$ cat src/hdl/calendar_counter_unit_map.svh
// Register offsets, field positions, reset values and timing counts of the real-time counter control block
`ifndef CALENDAR_COUNTER_UNIT_MAP_SVH
`define CALENDAR_COUNTER_UNIT_MAP_SVH

`define CALENDAR_COUNTER_UNIT_OFS_MAIN_CTRL  8'h00
`define CALENDAR_COUNTER_UNIT_OFS_EN_CLEAR   8'h08
`define CALENDAR_COUNTER_UNIT_OFS_EN_SET     8'h0A
`define CALENDAR_COUNTER_UNIT_OFS_FLAGS      8'h0C
`define CALENDAR_COUNTER_UNIT_OFS_DEBUG      8'h0E
`define CALENDAR_COUNTER_UNIT_OFS_BUSY       8'h10
`define CALENDAR_COUNTER_UNIT_OFS_TRIM       8'h14
`define CALENDAR_COUNTER_UNIT_OFS_COUNT      8'h18

`define CALENDAR_COUNTER_UNIT_BIT_WRAP       15
`define CALENDAR_COUNTER_UNIT_BIT_TAMPER     14
`define CALENDAR_COUNTER_UNIT_IRQ_MASK       16'hC0FF
`define CALENDAR_COUNTER_UNIT_PER_TAP        2

`define CALENDAR_COUNTER_UNIT_CTRL_SOFT_RST  0
`define CALENDAR_COUNTER_UNIT_CTRL_ENABLE    1
`define CALENDAR_COUNTER_UNIT_CTRL_RSYNC     15
`define CALENDAR_COUNTER_UNIT_DBG_RUN        0
`define CALENDAR_COUNTER_UNIT_TRIM_SIGN      7

`define CALENDAR_COUNTER_UNIT_BUSY_SOFT_RST  0
`define CALENDAR_COUNTER_UNIT_BUSY_ENABLE    1
`define CALENDAR_COUNTER_UNIT_BUSY_TRIM      2
`define CALENDAR_COUNTER_UNIT_BUSY_COUNT     3
`define CALENDAR_COUNTER_UNIT_BUSY_RSYNC     15

`define CALENDAR_COUNTER_UNIT_SYNC_NS        20
`define CALENDAR_COUNTER_UNIT_CLK_NS         5
`define CALENDAR_COUNTER_UNIT_SYNC_CYC       3'((`CALENDAR_COUNTER_UNIT_SYNC_NS + `CALENDAR_COUNTER_UNIT_CLK_NS - 1) / `CALENDAR_COUNTER_UNIT_CLK_NS)

`define CALENDAR_COUNTER_UNIT_RST_16         16'h0000
`define CALENDAR_COUNTER_UNIT_RST_8          8'h00
`define CALENDAR_COUNTER_UNIT_RST_32         32'h00000000

`endif

$ cat src/hdl/calendar_counter_unit_pkg.sv
// Types shared by the real-time counter control block
package calendar_counter_unit_pkg;

  // One software access on the register port
  typedef struct packed {
    logic [7:0]  addr;
    logic [31:0] wdata;
    logic        wr;
    logic        rd;
  } calendar_counter_unit_bus_t;

  // Indexes of the synchronisation trackers
  typedef enum logic [2:0] {
    CALENDAR_COUNTER_UNIT_SY_SOFT_RST = 3'h0,
    CALENDAR_COUNTER_UNIT_SY_ENABLE = 3'h1,
    CALENDAR_COUNTER_UNIT_SY_TRIM   = 3'h2,
    CALENDAR_COUNTER_UNIT_SY_COUNT  = 3'h3,
    CALENDAR_COUNTER_UNIT_SY_RSYNC  = 3'h4
  } calendar_counter_unit_sync_t;

endpackage : calendar_counter_unit_pkg

$ cat src/hdl/calendar_counter_unit_regs.sv
// Control, interrupt flag, debug, sync-busy and rate-trim logic of the 32-bit real-time counter
//
// Summary of operation
// RULE1: Writing one to enable-set bit 15 turns on the wrap interrupt enable.
// RULE2: Writing ones to enable-set bits 7..0 turn on matching periodic enables.
// RULE3: Enable-set and enable-clear addresses share one set of enable bits.
// RULE4: Wrap flag bit 15 sets on the counter cycle after the counter wraps.
// RULE5: Wrap flag with its enable raises the interrupt request.
// RULE6: Writing one to flag bit 15 clears it; zero does nothing.
// RULE7: A tamper event sets flag bit 14 and requests interrupt if enabled.
// RULE8: Writing one to flag bit 14 clears it; zero does nothing.
// RULE9: Periodic flag n sets on a rising prescaler bit n+2.
// RULE10: Periodic flag n with its enable raises the interrupt request.
// RULE11: Writing one to periodic flag n clears it; zero leaves it.
// RULE12: Run-while-halted zero stops counting during debug halt; one keeps counting.
// RULE13: Run-while-halted survives soft reset; only the system reset clears it.
// RULE14: Busy bit 15 shows read-sync-enable write still crossing.
// RULE15: Busy bit 3 shows counter value read or write sync in progress.
// RULE16: Busy bit 2 shows rate trim write being synchronised.
// RULE17: Busy bit 1 shows enable bit write being synchronised.
// RULE18: Busy bit 0 holds until soft reset completes; other accesses are barred.
// RULE19: Trim bit 7 picks sign: zero slows the counter, one speeds it.
// RULE20: Trim magnitude zero disables correction; 1..127 adjust rate proportionally.
// RULE21: The counter value register holds the full 32-bit count that wraps.
// RULE22: A flag event meeting a clearing write in one cycle leaves it set.
// RULE23: Interrupt request is the OR of each flag ANDed with its enable.
//
// Design decision made here: the strobed register port.
`timescale 1ns/1ps
`include "calendar_counter_unit_map.svh"

module calendar_counter_unit_regs
  import calendar_counter_unit_pkg::*;
#(
  parameter int PRESC_W = 10
)(
  input  wire logic      core_clk,
  input  wire logic      rst,
  input  wire calendar_counter_unit_bus_t bus,
  input  wire logic      counter_clock,
  input  wire logic      tamper_in,
  input  wire logic      debug_halt,
  output logic [31:0]    rd_data,
  output logic           irq
);

  // The taps n+2 for n = 7 must exist in the prescaler
  if (PRESC_W < `CALENDAR_COUNTER_UNIT_PER_TAP + 8 || PRESC_W > 16)
  begin : g_bad_presc
    $error("PRESC_W must lie between 10 and 16");
  end

  // Bits that are written as ones on a given offset
  function automatic logic [15:0] wr_ones(input calendar_counter_unit_bus_t b, input logic [7:0] ofs);
    wr_ones = (b.wr && b.addr == ofs) ? (b.wdata[15:0] & `CALENDAR_COUNTER_UNIT_IRQ_MASK) : `CALENDAR_COUNTER_UNIT_RST_16;
  endfunction : wr_ones

  logic [2:0]          pin_s1_q;
  logic [2:0]          pin_s2_q;
  logic                cclk_prev_q;
  logic                tamper_prev_q;
  logic                tick;
  logic                tamper_ev;
  logic                halted;
  logic [15:0]         enable_q;
  logic [15:0]         flags_q;
  logic [15:0]         flags_d;
  logic [15:0]         flag_set;
  logic [7:0]          debug_q;
  logic [7:0]          trim_q;
  logic [7:0]          trim_eff_q;
  logic                ctrl_en_q;
  logic                ctrl_rsync_q;
  logic                en_eff_q;
  logic [31:0]         count_q;
  logic [31:0]         count_snap_q;
  logic [PRESC_W-1:0]  presc_q;
  logic [PRESC_W-1:0]  presc_d;
  logic [PRESC_W-1:0]  trim_cnt_q;
  logic [7:0]          per_edge;
  logic                wrap_q;
  logic                run;
  logic                presc_wrap;
  logic [2:0]          sync_cnt_q [5];
  logic [4:0]          busy;
  logic [4:0]          sync_start;
  logic [4:0]          sync_done;
  logic                soft_rst;
  logic                allow;
  logic                ctrl_wr;
  logic [31:0]         busy_word;

  // Pins from outside pass two flops before anything looks at them
  always_ff @(posedge core_clk)
  begin
    if (rst)
    begin
      pin_s1_q <= 3'h0;
      pin_s2_q <= 3'h0;
    end
    else
    begin
      pin_s1_q <= {debug_halt, tamper_in, counter_clock};
      pin_s2_q <= pin_s1_q;
    end
  end

  // Edge history for the counter clock and tamper pin
  always_ff @(posedge core_clk)
  begin
    if (rst)
    begin
      cclk_prev_q   <= 1'b0;
      tamper_prev_q <= 1'b0;
    end
    else
    begin
      cclk_prev_q   <= pin_s2_q[0];
      tamper_prev_q <= pin_s2_q[1];
    end
  end

  assign tick      = pin_s2_q[0] & ~cclk_prev_q;
  assign tamper_ev = pin_s2_q[1] & ~tamper_prev_q;
  assign halted    = pin_s2_q[2];

  // Soft reset holds the other registers, except debug control, at reset until its sync ends
  assign soft_rst = busy[CALENDAR_COUNTER_UNIT_SY_SOFT_RST];
  assign allow    = ~soft_rst; // RULE18
  assign ctrl_wr  = bus.wr && bus.addr == `CALENDAR_COUNTER_UNIT_OFS_MAIN_CTRL;

  // Sync trackers: each write to a synchronised field is busy a fixed time
  assign sync_start[CALENDAR_COUNTER_UNIT_SY_SOFT_RST] = ctrl_wr && bus.wdata[`CALENDAR_COUNTER_UNIT_CTRL_SOFT_RST] && !soft_rst;
  assign sync_start[CALENDAR_COUNTER_UNIT_SY_ENABLE] = ctrl_wr && allow; // RULE17
  assign sync_start[CALENDAR_COUNTER_UNIT_SY_RSYNC]  = ctrl_wr && allow; // RULE14
  assign sync_start[CALENDAR_COUNTER_UNIT_SY_TRIM]   = bus.wr && bus.addr == `CALENDAR_COUNTER_UNIT_OFS_TRIM && allow; // RULE16
  assign sync_start[CALENDAR_COUNTER_UNIT_SY_COUNT]  = (bus.wr || bus.rd) && bus.addr == `CALENDAR_COUNTER_UNIT_OFS_COUNT && allow; // RULE15

  always_ff @(posedge core_clk)
  begin
    for (int i = 0; i < 5; i++)
    begin
      if (rst)
        sync_cnt_q[i] <= 3'h0;
      else if (sync_start[i])
        sync_cnt_q[i] <= `CALENDAR_COUNTER_UNIT_SYNC_CYC;
      else if (sync_cnt_q[i] != 3'h0)
        sync_cnt_q[i] <= sync_cnt_q[i] - 3'h1;
    end
  end

  always_comb
  begin
    for (int i = 0; i < 5; i++)
    begin
      busy[i]      = sync_cnt_q[i] != 3'h0;
      sync_done[i] = sync_cnt_q[i] == 3'h1;
    end
  end

  // Main control fields; the soft reset bit itself is read back from the busy state
  always_ff @(posedge core_clk)
  begin
    if (rst || soft_rst)
    begin
      ctrl_en_q    <= 1'b0;
      ctrl_rsync_q <= 1'b0;
    end
    else if (ctrl_wr)
    begin
      ctrl_en_q    <= bus.wdata[`CALENDAR_COUNTER_UNIT_CTRL_ENABLE];
      ctrl_rsync_q <= bus.wdata[`CALENDAR_COUNTER_UNIT_CTRL_RSYNC];
    end
  end

  // Written values only take hold in the counter once their sync ends
  always_ff @(posedge core_clk)
  begin
    if (rst || soft_rst)
    begin
      en_eff_q   <= 1'b0;
      trim_eff_q <= `CALENDAR_COUNTER_UNIT_RST_8;
    end
    else
    begin
      if (sync_done[CALENDAR_COUNTER_UNIT_SY_ENABLE])
        en_eff_q <= ctrl_en_q; // RULE17
      if (sync_done[CALENDAR_COUNTER_UNIT_SY_TRIM])
        trim_eff_q <= trim_q; // RULE16
    end
  end

  // Debug control keeps its value across soft reset
  always_ff @(posedge core_clk)
  begin
    if (rst)
      debug_q <= `CALENDAR_COUNTER_UNIT_RST_8; // RULE13
    else if (bus.wr && bus.addr == `CALENDAR_COUNTER_UNIT_OFS_DEBUG && allow)
      debug_q <= {7'h00, bus.wdata[`CALENDAR_COUNTER_UNIT_DBG_RUN]};
  end

  // Rate trim as written by software
  always_ff @(posedge core_clk)
  begin
    if (rst || soft_rst)
      trim_q <= `CALENDAR_COUNTER_UNIT_RST_8;
    else if (bus.wr && bus.addr == `CALENDAR_COUNTER_UNIT_OFS_TRIM)
      trim_q <= bus.wdata[7:0];
  end

  // Counter advances on counter-clock ticks while the synchronised enable is set, unless a debug halt stops it
  assign run = tick && en_eff_q && (!halted || debug_q[`CALENDAR_COUNTER_UNIT_DBG_RUN]); // RULE12

  // Trim: in the first VALUE ticks of every 2^PRESC_W run ticks a step is
  // dropped (slower) or doubled (faster); zero magnitude leaves it alone.
  // Doubling skips bit 0 only, so tap edges are still all seen.
  always_comb
  begin
    presc_d = presc_q + PRESC_W'(1);
    if (trim_eff_q[6:0] != 7'h00 && trim_cnt_q < PRESC_W'(trim_eff_q[6:0])) // RULE20
    begin
      if (trim_eff_q[`CALENDAR_COUNTER_UNIT_TRIM_SIGN])
        presc_d = presc_q + PRESC_W'(2); // RULE19
      else
        presc_d = presc_q; // RULE19
    end
  end

  assign presc_wrap = presc_d < presc_q;

  // Prescaler, its period tick counter and the 32-bit count
  always_ff @(posedge core_clk)
  begin
    if (rst || soft_rst)
    begin
      presc_q    <= '0;
      trim_cnt_q <= '0;
      count_q    <= `CALENDAR_COUNTER_UNIT_RST_32;
    end
    else if (bus.wr && bus.addr == `CALENDAR_COUNTER_UNIT_OFS_COUNT)
      count_q <= bus.wdata; // RULE21
    else if (run)
    begin
      presc_q    <= presc_d;
      trim_cnt_q <= trim_cnt_q + PRESC_W'(1);
      if (presc_wrap)
        count_q <= count_q + 32'h1; // RULE21
    end
  end

  // Wrap is registered so the flag rises one counter cycle later
  always_ff @(posedge core_clk)
  begin
    if (rst || soft_rst)
      wrap_q <= 1'b0;
    else
      wrap_q <= run && presc_wrap && count_q == 32'hFFFFFFFF; // RULE4
  end

  // Periodic events on rising prescaler taps
  always_comb
  begin
    for (int n = 0; n < 8; n++)
      per_edge[n] = run && !presc_q[n + `CALENDAR_COUNTER_UNIT_PER_TAP] && presc_d[n + `CALENDAR_COUNTER_UNIT_PER_TAP]; // RULE9
  end

  // Hardware events that set flags
  always_comb
  begin
    flag_set                  = {8'h00, per_edge};
    flag_set[`CALENDAR_COUNTER_UNIT_BIT_WRAP]   = wrap_q; // RULE4
    flag_set[`CALENDAR_COUNTER_UNIT_BIT_TAMPER] = tamper_ev; // RULE7
  end

  // Write-one-to-clear, with a same-cycle set taking priority
  assign flags_d = (flags_q & ~(allow ? wr_ones(bus, `CALENDAR_COUNTER_UNIT_OFS_FLAGS) : `CALENDAR_COUNTER_UNIT_RST_16)) | flag_set; // RULE22

  always_ff @(posedge core_clk)
  begin
    if (rst || soft_rst)
      flags_q <= `CALENDAR_COUNTER_UNIT_RST_16;
    else
      flags_q <= flags_d; // RULE6 RULE8 RULE11
  end

  // One shared enable set, reached through both set and clear offsets
  always_ff @(posedge core_clk)
  begin
    if (rst || soft_rst)
      enable_q <= `CALENDAR_COUNTER_UNIT_RST_16;
    else
      enable_q <= (enable_q | wr_ones(bus, `CALENDAR_COUNTER_UNIT_OFS_EN_SET)) & ~wr_ones(bus, `CALENDAR_COUNTER_UNIT_OFS_EN_CLEAR); // RULE1 RULE2 RULE3
  end

  // Interrupt request from flopped flags and enables
  always_ff @(posedge core_clk)
  begin
    if (rst)
      irq <= 1'b0;
    else
      irq <= |(flags_q & enable_q); // RULE5 RULE7 RULE10 RULE23
  end

  // Count snapshot: a copy of the count one cycle late, read back when read sync is on
  always_ff @(posedge core_clk)
  begin
    if (rst || soft_rst)
      count_snap_q <= `CALENDAR_COUNTER_UNIT_RST_32;
    else
      count_snap_q <= count_q;
  end

  always_comb
  begin
    busy_word                     = `CALENDAR_COUNTER_UNIT_RST_32;
    busy_word[`CALENDAR_COUNTER_UNIT_BUSY_SOFT_RST] = busy[CALENDAR_COUNTER_UNIT_SY_SOFT_RST]; // RULE18
    busy_word[`CALENDAR_COUNTER_UNIT_BUSY_ENABLE] = busy[CALENDAR_COUNTER_UNIT_SY_ENABLE]; // RULE17
    busy_word[`CALENDAR_COUNTER_UNIT_BUSY_TRIM]   = busy[CALENDAR_COUNTER_UNIT_SY_TRIM]; // RULE16
    busy_word[`CALENDAR_COUNTER_UNIT_BUSY_COUNT]  = busy[CALENDAR_COUNTER_UNIT_SY_COUNT]; // RULE15
    busy_word[`CALENDAR_COUNTER_UNIT_BUSY_RSYNC]  = busy[CALENDAR_COUNTER_UNIT_SY_RSYNC]; // RULE14
  end

  // Read data one cycle after the strobe; barred offsets read zero in soft reset
  always_ff @(posedge core_clk)
  begin
    if (rst)
      rd_data <= `CALENDAR_COUNTER_UNIT_RST_32;
    else if (!bus.rd)
      rd_data <= `CALENDAR_COUNTER_UNIT_RST_32;
    else
    begin
      case (bus.addr)
        `CALENDAR_COUNTER_UNIT_OFS_MAIN_CTRL: rd_data <= {16'h0000, ctrl_rsync_q, 13'h0000, ctrl_en_q, soft_rst};
        `CALENDAR_COUNTER_UNIT_OFS_BUSY:      rd_data <= busy_word;
        `CALENDAR_COUNTER_UNIT_OFS_EN_CLEAR,
        `CALENDAR_COUNTER_UNIT_OFS_EN_SET:    rd_data <= allow ? {16'h0000, enable_q} : `CALENDAR_COUNTER_UNIT_RST_32; // RULE3
        `CALENDAR_COUNTER_UNIT_OFS_FLAGS:     rd_data <= allow ? {16'h0000, flags_q} : `CALENDAR_COUNTER_UNIT_RST_32;
        `CALENDAR_COUNTER_UNIT_OFS_DEBUG:     rd_data <= allow ? {24'h000000, debug_q} : `CALENDAR_COUNTER_UNIT_RST_32;
        `CALENDAR_COUNTER_UNIT_OFS_TRIM:      rd_data <= allow ? {24'h000000, trim_q} : `CALENDAR_COUNTER_UNIT_RST_32;
        `CALENDAR_COUNTER_UNIT_OFS_COUNT:     rd_data <= ctrl_rsync_q ? count_snap_q : count_q; // RULE21
        default:             rd_data <= `CALENDAR_COUNTER_UNIT_RST_32;
      endcase
    end
  end
endmodule : calendar_counter_unit_regs

$ cat config.mk
export PLATFORM = sky130hd
export DESIGN_NAME = calendar_counter_unit_regs
export DESIGN_NICKNAME = d
export VERILOG_FILES = /design/src/hdl/calendar_counter_unit_pkg.sv /design/src/hdl/calendar_counter_unit_regs.sv
export VERILOG_INCLUDE_DIRS = /design/src /design/src/hdl
export SDC_FILE = /design/constraint.sdc
export NUM_CORES = 1
export LEC_CHECK = 0
export BUFFER_PORTS_ARGS = -buffer_cell sky130_fd_sc_hd__buf_2
export CAP_MARGIN = 20
export CORE_ASPECT_RATIO = 0.7
export CORE_UTILIZATION = 64
export CTS_CLUSTER_SIZE = 14
export DETAILED_ROUTE_END_ITERATION = 10
export PLACE_DENSITY = 0.85
export RECOVER_POWER = 50
export REMOVE_ABC_BUFFERS = 1
export SLEW_MARGIN = 20
export SYNTH_ARGS = -nofsm -noshare
export SYNTH_HDL_FRONTEND = slang
export SYNTH_SLANG_ARGS = --single-unit
$ cat constraint.sdc
create_clock -name core_clk -period 6.7 [get_ports core_clk]
set_input_delay 1.34 -clock core_clk [delete_from_list [all_inputs] [get_ports core_clk]]
set_output_delay 1.34 -clock core_clk [all_outputs]
set_load 0.02 [all_outputs]
Word level (Yosys, flattened, before mapping)
Memory sizes are Yosys's and may differ from the RTL's.
Index checks and enable logic that the tools add are counted.

word-level totals
  flip-flop bits (word level) = 178
  latch bits = 0
  RAM bits = 15
  ROM bits = 0
  output and inout port bits = 33
  word-level logic and storage cells = 186
  memories = 1

memory list
  name        depth  width  rd ports  clocked after Yosys merged registers in  write ports  RTL line                          text
  sync_cnt_q  5      3      5         0                                        5            calendar_counter_unit_regs.sv:84  logic [2:0] sync_cnt_q [5];

cells by class
  add/subtract/negate cells = 9
  multipliers = 0
  divide/modulo/power cells = 0
  $lt $le $gt $ge = 2
  equality and inequality tests = 10
  shift operators = 0
  mux-type cells = 59
  bitwise logic cells = 24
  reduce and logical (&&, ||, !) cells = 62

operators with widths
  kind                                                                   count
  32-bit one-hot mux with 7 select lines                                 1
  32-bit 2-to-1 mux                                                      4
  16-bit 2-to-1 mux                                                      6
  16-bit AND                                                             3
  1-bit logical AND                                                      35
  1-bit 2-to-1 mux                                                       35
  32-bit by 1-bit adder with 32-bit output, second input constant        1
  32-bit equality test, second input constant                            1
  8-bit by 4-bit equality test with 1-bit output, second input constant  4
  16-bit inverter                                                        2
  16-bit bitwise OR                                                      2
  3-bit 2-to-1 mux                                                       10
  8-bit by 5-bit equality test with 1-bit output, second input constant  3
  10-bit by 1-bit adder with 10-bit output, second input constant        2
  10-bit 2-to-1 mux                                                      2
  16-bit OR reduction                                                    1
  3-bit nonzero test                                                     5
  3-bit by 1-bit subtractor with 3-bit output, second input constant     5
  10-bit by 2-bit adder with 10-bit output, second input constant        1
  1-bit zero test                                                        10
  10-bit < comparator                                                    1
  10-bit by 7-bit < comparator with 1-bit output                         1
  1-bit bitwise OR                                                       10
  8-bit zero test                                                        1
  9 further kinds                                                        20

Depth between registers and ports, before layout
  depth after elaboration = 9
  mapped depth = 17
  gate-level depth less buffers = 15

Least setup slack after synthesis
Ideal clock, no wire load.

  path kind = flip-flop to flip-flop
  start point = reg trim_eff_q[4]
  end point = reg count_q[24]
  setup time = 132 ps
  arrival time = 3951 ps
  required time = 6568 ps
  slack = 2616 ps
  stages on the path, launching flop included = 15
  path buffers = 1
  cell sequence = dfxtp_1 inv_1 ha_1 a41o_1 a311o_2 mux2_4 or2_2 xnor2_1 ha_1 a41o_1 a2111oi_2 clkbuf_1 nand4_1 xnor2_1 a21oi_1

between the ends
  longest elaborated chain between the ends = 6
  elaborated cells on any way between the ends = 7

RTL lines
  what                                                                                  RTL line                           text
  from (decl)                                                                           calendar_counter_unit_regs.sv:71   logic [7:0] trim_eff_q;
  from (signal assigned)                                                                calendar_counter_unit_regs.sv:182  trim_eff_q <= `CALENDAR_COUNTER_UNIT_RST_8;
  from (signal assigned)                                                                calendar_counter_unit_regs.sv:189  trim_eff_q <= trim_q;
  10-bit by 7-bit < comparator with 1-bit output or 7-bit nonzero test (tied branches)  calendar_counter_unit_regs.sv:220  if (trim_eff_q[6:0] != 7'h00 && trim_cnt_q < PRESC_W'(trim_eff_q[6:0]))
  1-bit logical AND *                                                                   calendar_counter_unit_regs.sv:220
  10-bit 2-to-1 mux *                                                                   calendar_counter_unit_regs.sv:220
  via presc_d[8]                                                                        calendar_counter_unit_regs.sv:78   logic [PRESC_W-1:0] presc_d;
  10-bit < comparator *                                                                 calendar_counter_unit_regs.sv:229  assign presc_wrap = presc_d < presc_q;
  2-bit nonzero test (no source line) *                                                 n/a
  2-bit AND reduction (no source line) *                                                n/a
  to (signal assigned)                                                                  calendar_counter_unit_regs.sv:238  count_q <= `CALENDAR_COUNTER_UNIT_RST_32;
  to (signal assigned)                                                                  calendar_counter_unit_regs.sv:241  count_q <= bus.wdata;
  to (signal assigned)                                                                  calendar_counter_unit_regs.sv:247  count_q <= count_q + 32'h1;
  to (decl)                                                                             calendar_counter_unit_regs.sv:75   logic [31:0] count_q;

Mark *: on every way through the listed nets, which the timed path passes. The rest lies on a longest branch.
A chain may end at the register's enable or synchronous reset.

Worst setup path after layout
  start point = reg trim_eff_q[3]
  end point = reg count_q[23]

The elaborated chain is that of the path after synthesis.

==> results by group <==
Synth
  • Yosys reg bits: 181
  • Syn avg cell area: 8.906 µm²
  • Post-synth ARST share: 0
  • Unique masters post-synth: 57
  • Main flop type after synthesis: dfxtp_1
  • Mapped Cells: 939
  • Seq/Total Area, Yosys: 0.4512
  • Post-Syn Area: 8363 µm²
  • Ranking of synthesized cells by area: dfxtp_1 (40%), mux2i_1 (6.5%), edfxtp_1 (5.4%), ha_1 (4.8%), nor2_1 (4.1%)
  • Number of synthesized flops with an enable pin: 15
  • Dominant cell type by area after synthesis: dfxtp_1
  • Synth top area share: 0.3974
  • Syn. warnings: 0

Layout
  • Final core occ: 0.7423
  • Multi-input gate area: 4268 µm²
  • Commonest non-fill, non-tap cell in the layout: dfxtp_1
  • Layout cell share with drive strength beyond 1: 0.08900
  • Fillers: ~920
  • Final non-filler cell area: 9346 µm²
  • Ant diodes: 0
  • Layout Area Growth over Synthesis: 11.76%
  • Fin cells: 1162
  • Register cell area after layout: 3775 µm²
  • Post-layout nets: 1067
  • Most frequent cells in the layout: dfxtp_1 (165), nor2_1 (91), nand2_1 (76)

CTS
  • Sink Count: 181
  • CTS clk-pin slew, worst paths: 0.07 ns
  • CTS Buf Count: 17
  • Cts hold-fix bufs: 0
  • Clk_lat worst skew: 0.42 ns
  • Root buf cell: clkbuf_16
  • Max clock buf depth: 2
  • Setup bufs post-CTS: 0
  • CTS tree: yes
  • Cts repair resizes: 0
  • H-Tree Depth: 4

Worst setup path
  • R2R Path Start: trim_eff_q[3]$_SDFFE_PP0P_
  • CP Launch Point: trim_eff_q[3]$_SDFFE_PP0P_
  • Slowest stage delay, CP: around 0.94 ns
  • Delay-heaviest family, CP: compound AO/OA/AOI/OAI gates
  • CP Cell Sequence: or4_1 > o41ai_1 > a311o_2 > mux2i_1 > nor2_1 > xnor2_1 > ha_1 > a41o_1 > a2111oi_4 > and4_1 > nand4_1 > xor2_1 > o22ai_1
  • Setup CP Type: register to register
  • WP buf/inv: 0
  • CP Launch Type: register
  • Crit Reg-Reg Endpoint: count_q[23]$_SDFFE_PP0P_
  • Crit end category: register
  • Crit path max-delay cell type: a2111oi_4
  • WP data required: 6.99 ns
  • Crit path DAT: 5.14 ns
  • Crit Path Max Fanout: 18
  • Reg2Reg Depth: 13
  • R2R Setup Slk: between 1.5 and 2 ns

Worst hold path
  • HP Start: pin_s1_q[2]$_SDFF_PP0_
  • Hold Path Class: register to register
  • Hold depth: 1
  • Min-Delay Endpoint: pin_s2_q[2]$_SDFF_PP0_

Route
  • Drt wl/cell: 17.68 µm
  • DRT iter0 DRCs: approximately 900
  • DRT antenna net count: 0
  • Routed vias/inst: 6.284
  • Via Count: 7302
  • Routed wire length: slightly above 20000 µm
  • # DRC: 6
  • First drt pass iteration count: 11

Placement
  • Placed cell areas: 8812 µm²
  • PortBufs: between 70 and 80
  • Inst Count DP: 1130
  • Dpl hpwl: 13560 µm
  • Placer Congestion: ~0.90

Pwr
  • Comb pwr share: 0.153
  • Sw frac: 0.2825
  • Clock share of power: 0.388
  • Lkg Pwr: between 3 and 4 nW
  • P_sw: 0.7212 mW
  • Internal power: about 1.8 mW
  • Pwr per Cell Area: ~270 nW/µm²
  • Total design power: around 2.6 mW
  • Peak supply drop: between 0.0002 and 0.0003 V
  • Register share of total power: 0.459

Die
  • Die ar.: between 10000 and 15000 µm²
  • Initial Utilization: 0.6641
  • Placement Rows: 34
  • Die height: between 90 and 100 µm
  • # IOs: 80
  • Die X: roughly 140 µm
  • Core area: 12590 µm²

STA
  • Setup TNS Final: 0 ns
  • Final worst path period share: 0.7243
  • Clk_skew: roughly 0.0079 ns
  • Fmax: 206.1 MHz
  • Slew Limit Headroom: -0.8229
  • Final hold violations: 0
  • Pins Over Slew Limit: 129
  • Minimum clock period after layout: 4.853 ns
  • Slew @ Worst Pin: between 2 and 3 ns
  • Final setup fails: 0
  • RSZ-0062 raised after global routing: false

Job
  • Max-cap violations: 2

Run status
  • Failing checks: DRC, capacitance limit, slew limit
  • Status: finished, violations left

Global routing
  • GR Overflow Total: 0
  • Largest net degree at the start of global routing: 75
  • Global-route wire length before repair: 33320 µm
  • Initial antenna violation count: 0
  • Total Routing Usage GR: 0.3124
  • Vias in the first global route: between 6000 and 7000
[synthesized netlist by cell type, types with 2 or more instances]
cell type,number
o31ai_1,8
o22ai_1,4
a21oi_1,64
a22oi_1,2
nand3_1,43
a22o_1,3
mux2i_1,54
a41o_1,2
a221oi_1,4
nand2b_1,8
inv_1,35
and3_1,10
a222oi_1,7
dfxtp_1,166
a31oi_1,5
o22a_1,6
or3_1,10
xnor2_1,21
o21ai_0,42
clkbuf_1,49
edfxtp_1,15
nor4_1,16
nor2_1,92
o41ai_1,3
nor3_1,19
a211oi_1,2
and4_1,2
ha_1,32
nor2b_1,14
o211ai_1,3
buf_1,5
and2_1,36
xor2_1,23
or4_1,5
nand4_1,31
nand2_1,76
nor4_2,2
[worst max-delay path by stage]
| stage | to | slack [ns] | depth (start not counted) |
|---|---|---|---|
| after detailed placement | count_q[23]$_SDFFE_PP0P_ | 1.98 | 13 |
| after global routing | count_q[11]$_SDFFE_PP0P_ | 1.47 | 12 |
| after global placement | count_q[23]$_SDFFE_PP0P_ | 2.11 | 13 |
| final | count_q[23]$_SDFFE_PP0P_ | 1.85 | 13 |
| after floorplan | count_q[23]$_SDFFE_PP0P_ | 2.11 | 14 |
| after CTS | count_q[23]$_SDFFE_PP0P_ | 1.92 | 13 |
[stage by stage]
stage               setup WS (ns)  hold WS, ns
floorplan                   2.109       0.4130
global placement            2.114       0.4162
detailed placement          1.975       0.4239
CTS                         1.921       0.4388
global route                1.470       0.4680
finish                      1.847       0.4413
[worst reg2reg max path: stages, from the launching register on]
cell	delay (ns)
dfxtp_1	0.33
or4_1	0.54
o41ai_1	0.28
a311o_2	0.34
mux2i_1	0.73
nor2_1	0.14
xnor2_1	0.16
ha_1	0.31
a41o_1	0.23
a2111oi_4	0.94
and4_1	0.35
nand4_1	0.11
xor2_1	0.16
o22ai_1	0.09
[flip-flops by register name, indices dropped and copies added, names as in the netlist, 3 cells and up]
name	flops
count_snap_q	32
trim_eff_q	8
enable_q	10
pin_s1_q	3
pin_s2_q	3
rd_data	32
flags_q	10
presc_q	10
sync_cnt_q	15
trim_q	8
trim_cnt_q	10
count_q	32
[cell families (layout without fill, tap and decap cells)]
group / Yosys count / count (layout) / share of synthesized area
compound gates: 168 / 168 / 0.1273
mux: 56 / 56 / 0.06777
flops: 181 / 181 / 0.4512
buf+inv: 91 / 152 / 0.04144
fa+ha+maj: 32 / 32 / 0.04788
xor+xnor: 44 / 44 / 0.04608
simple gates: 367 / 367 / 0.2183
[per-layer routing]
metal | GRT usage | up-vias | routed length, µm
met5 | 0 | - | 0
met4 | 0.1043 | 0 | 422
met3 | 0.07196 | 49 | 1926
met2 | 0.4604 | 342 | 8792
met1 | 0.4496 | 3477 | 9405
li1 | - | 3434 | -
[cell type report]
cell class | instances | share of cell area
sequential | 181 | 0.4039
inverter | 35 | 0.01406
multi-input combinational | 667 | 0.4566
timing repair buffer | 86 | 0.04217
clock inverter | 10 | 0.01339
clock buffer | 21 | 0.04819
tap | 162 | 0.02169
[power by group through the flow]
| stage | Sequential [mW] | Combinational [mW] | Clock (mW) |
|---|---|---|---|
| 6_report | 1.17 | 0.390 | 0.990 |
| 5_1_grt | 1.18 | 0.430 | 1.04 |
| 4_1_cts | 1.17 | 0.381 | 0.992 |
| 3_5_place_dp | 1.20 | 0.376 | 0 |
| 3_3_place_gp | 1.19 | 0.360 | 0 |
| 2_1_floorplan | 1.19 | 0.252 | 0 |
(Power assumes the default switching activity.)
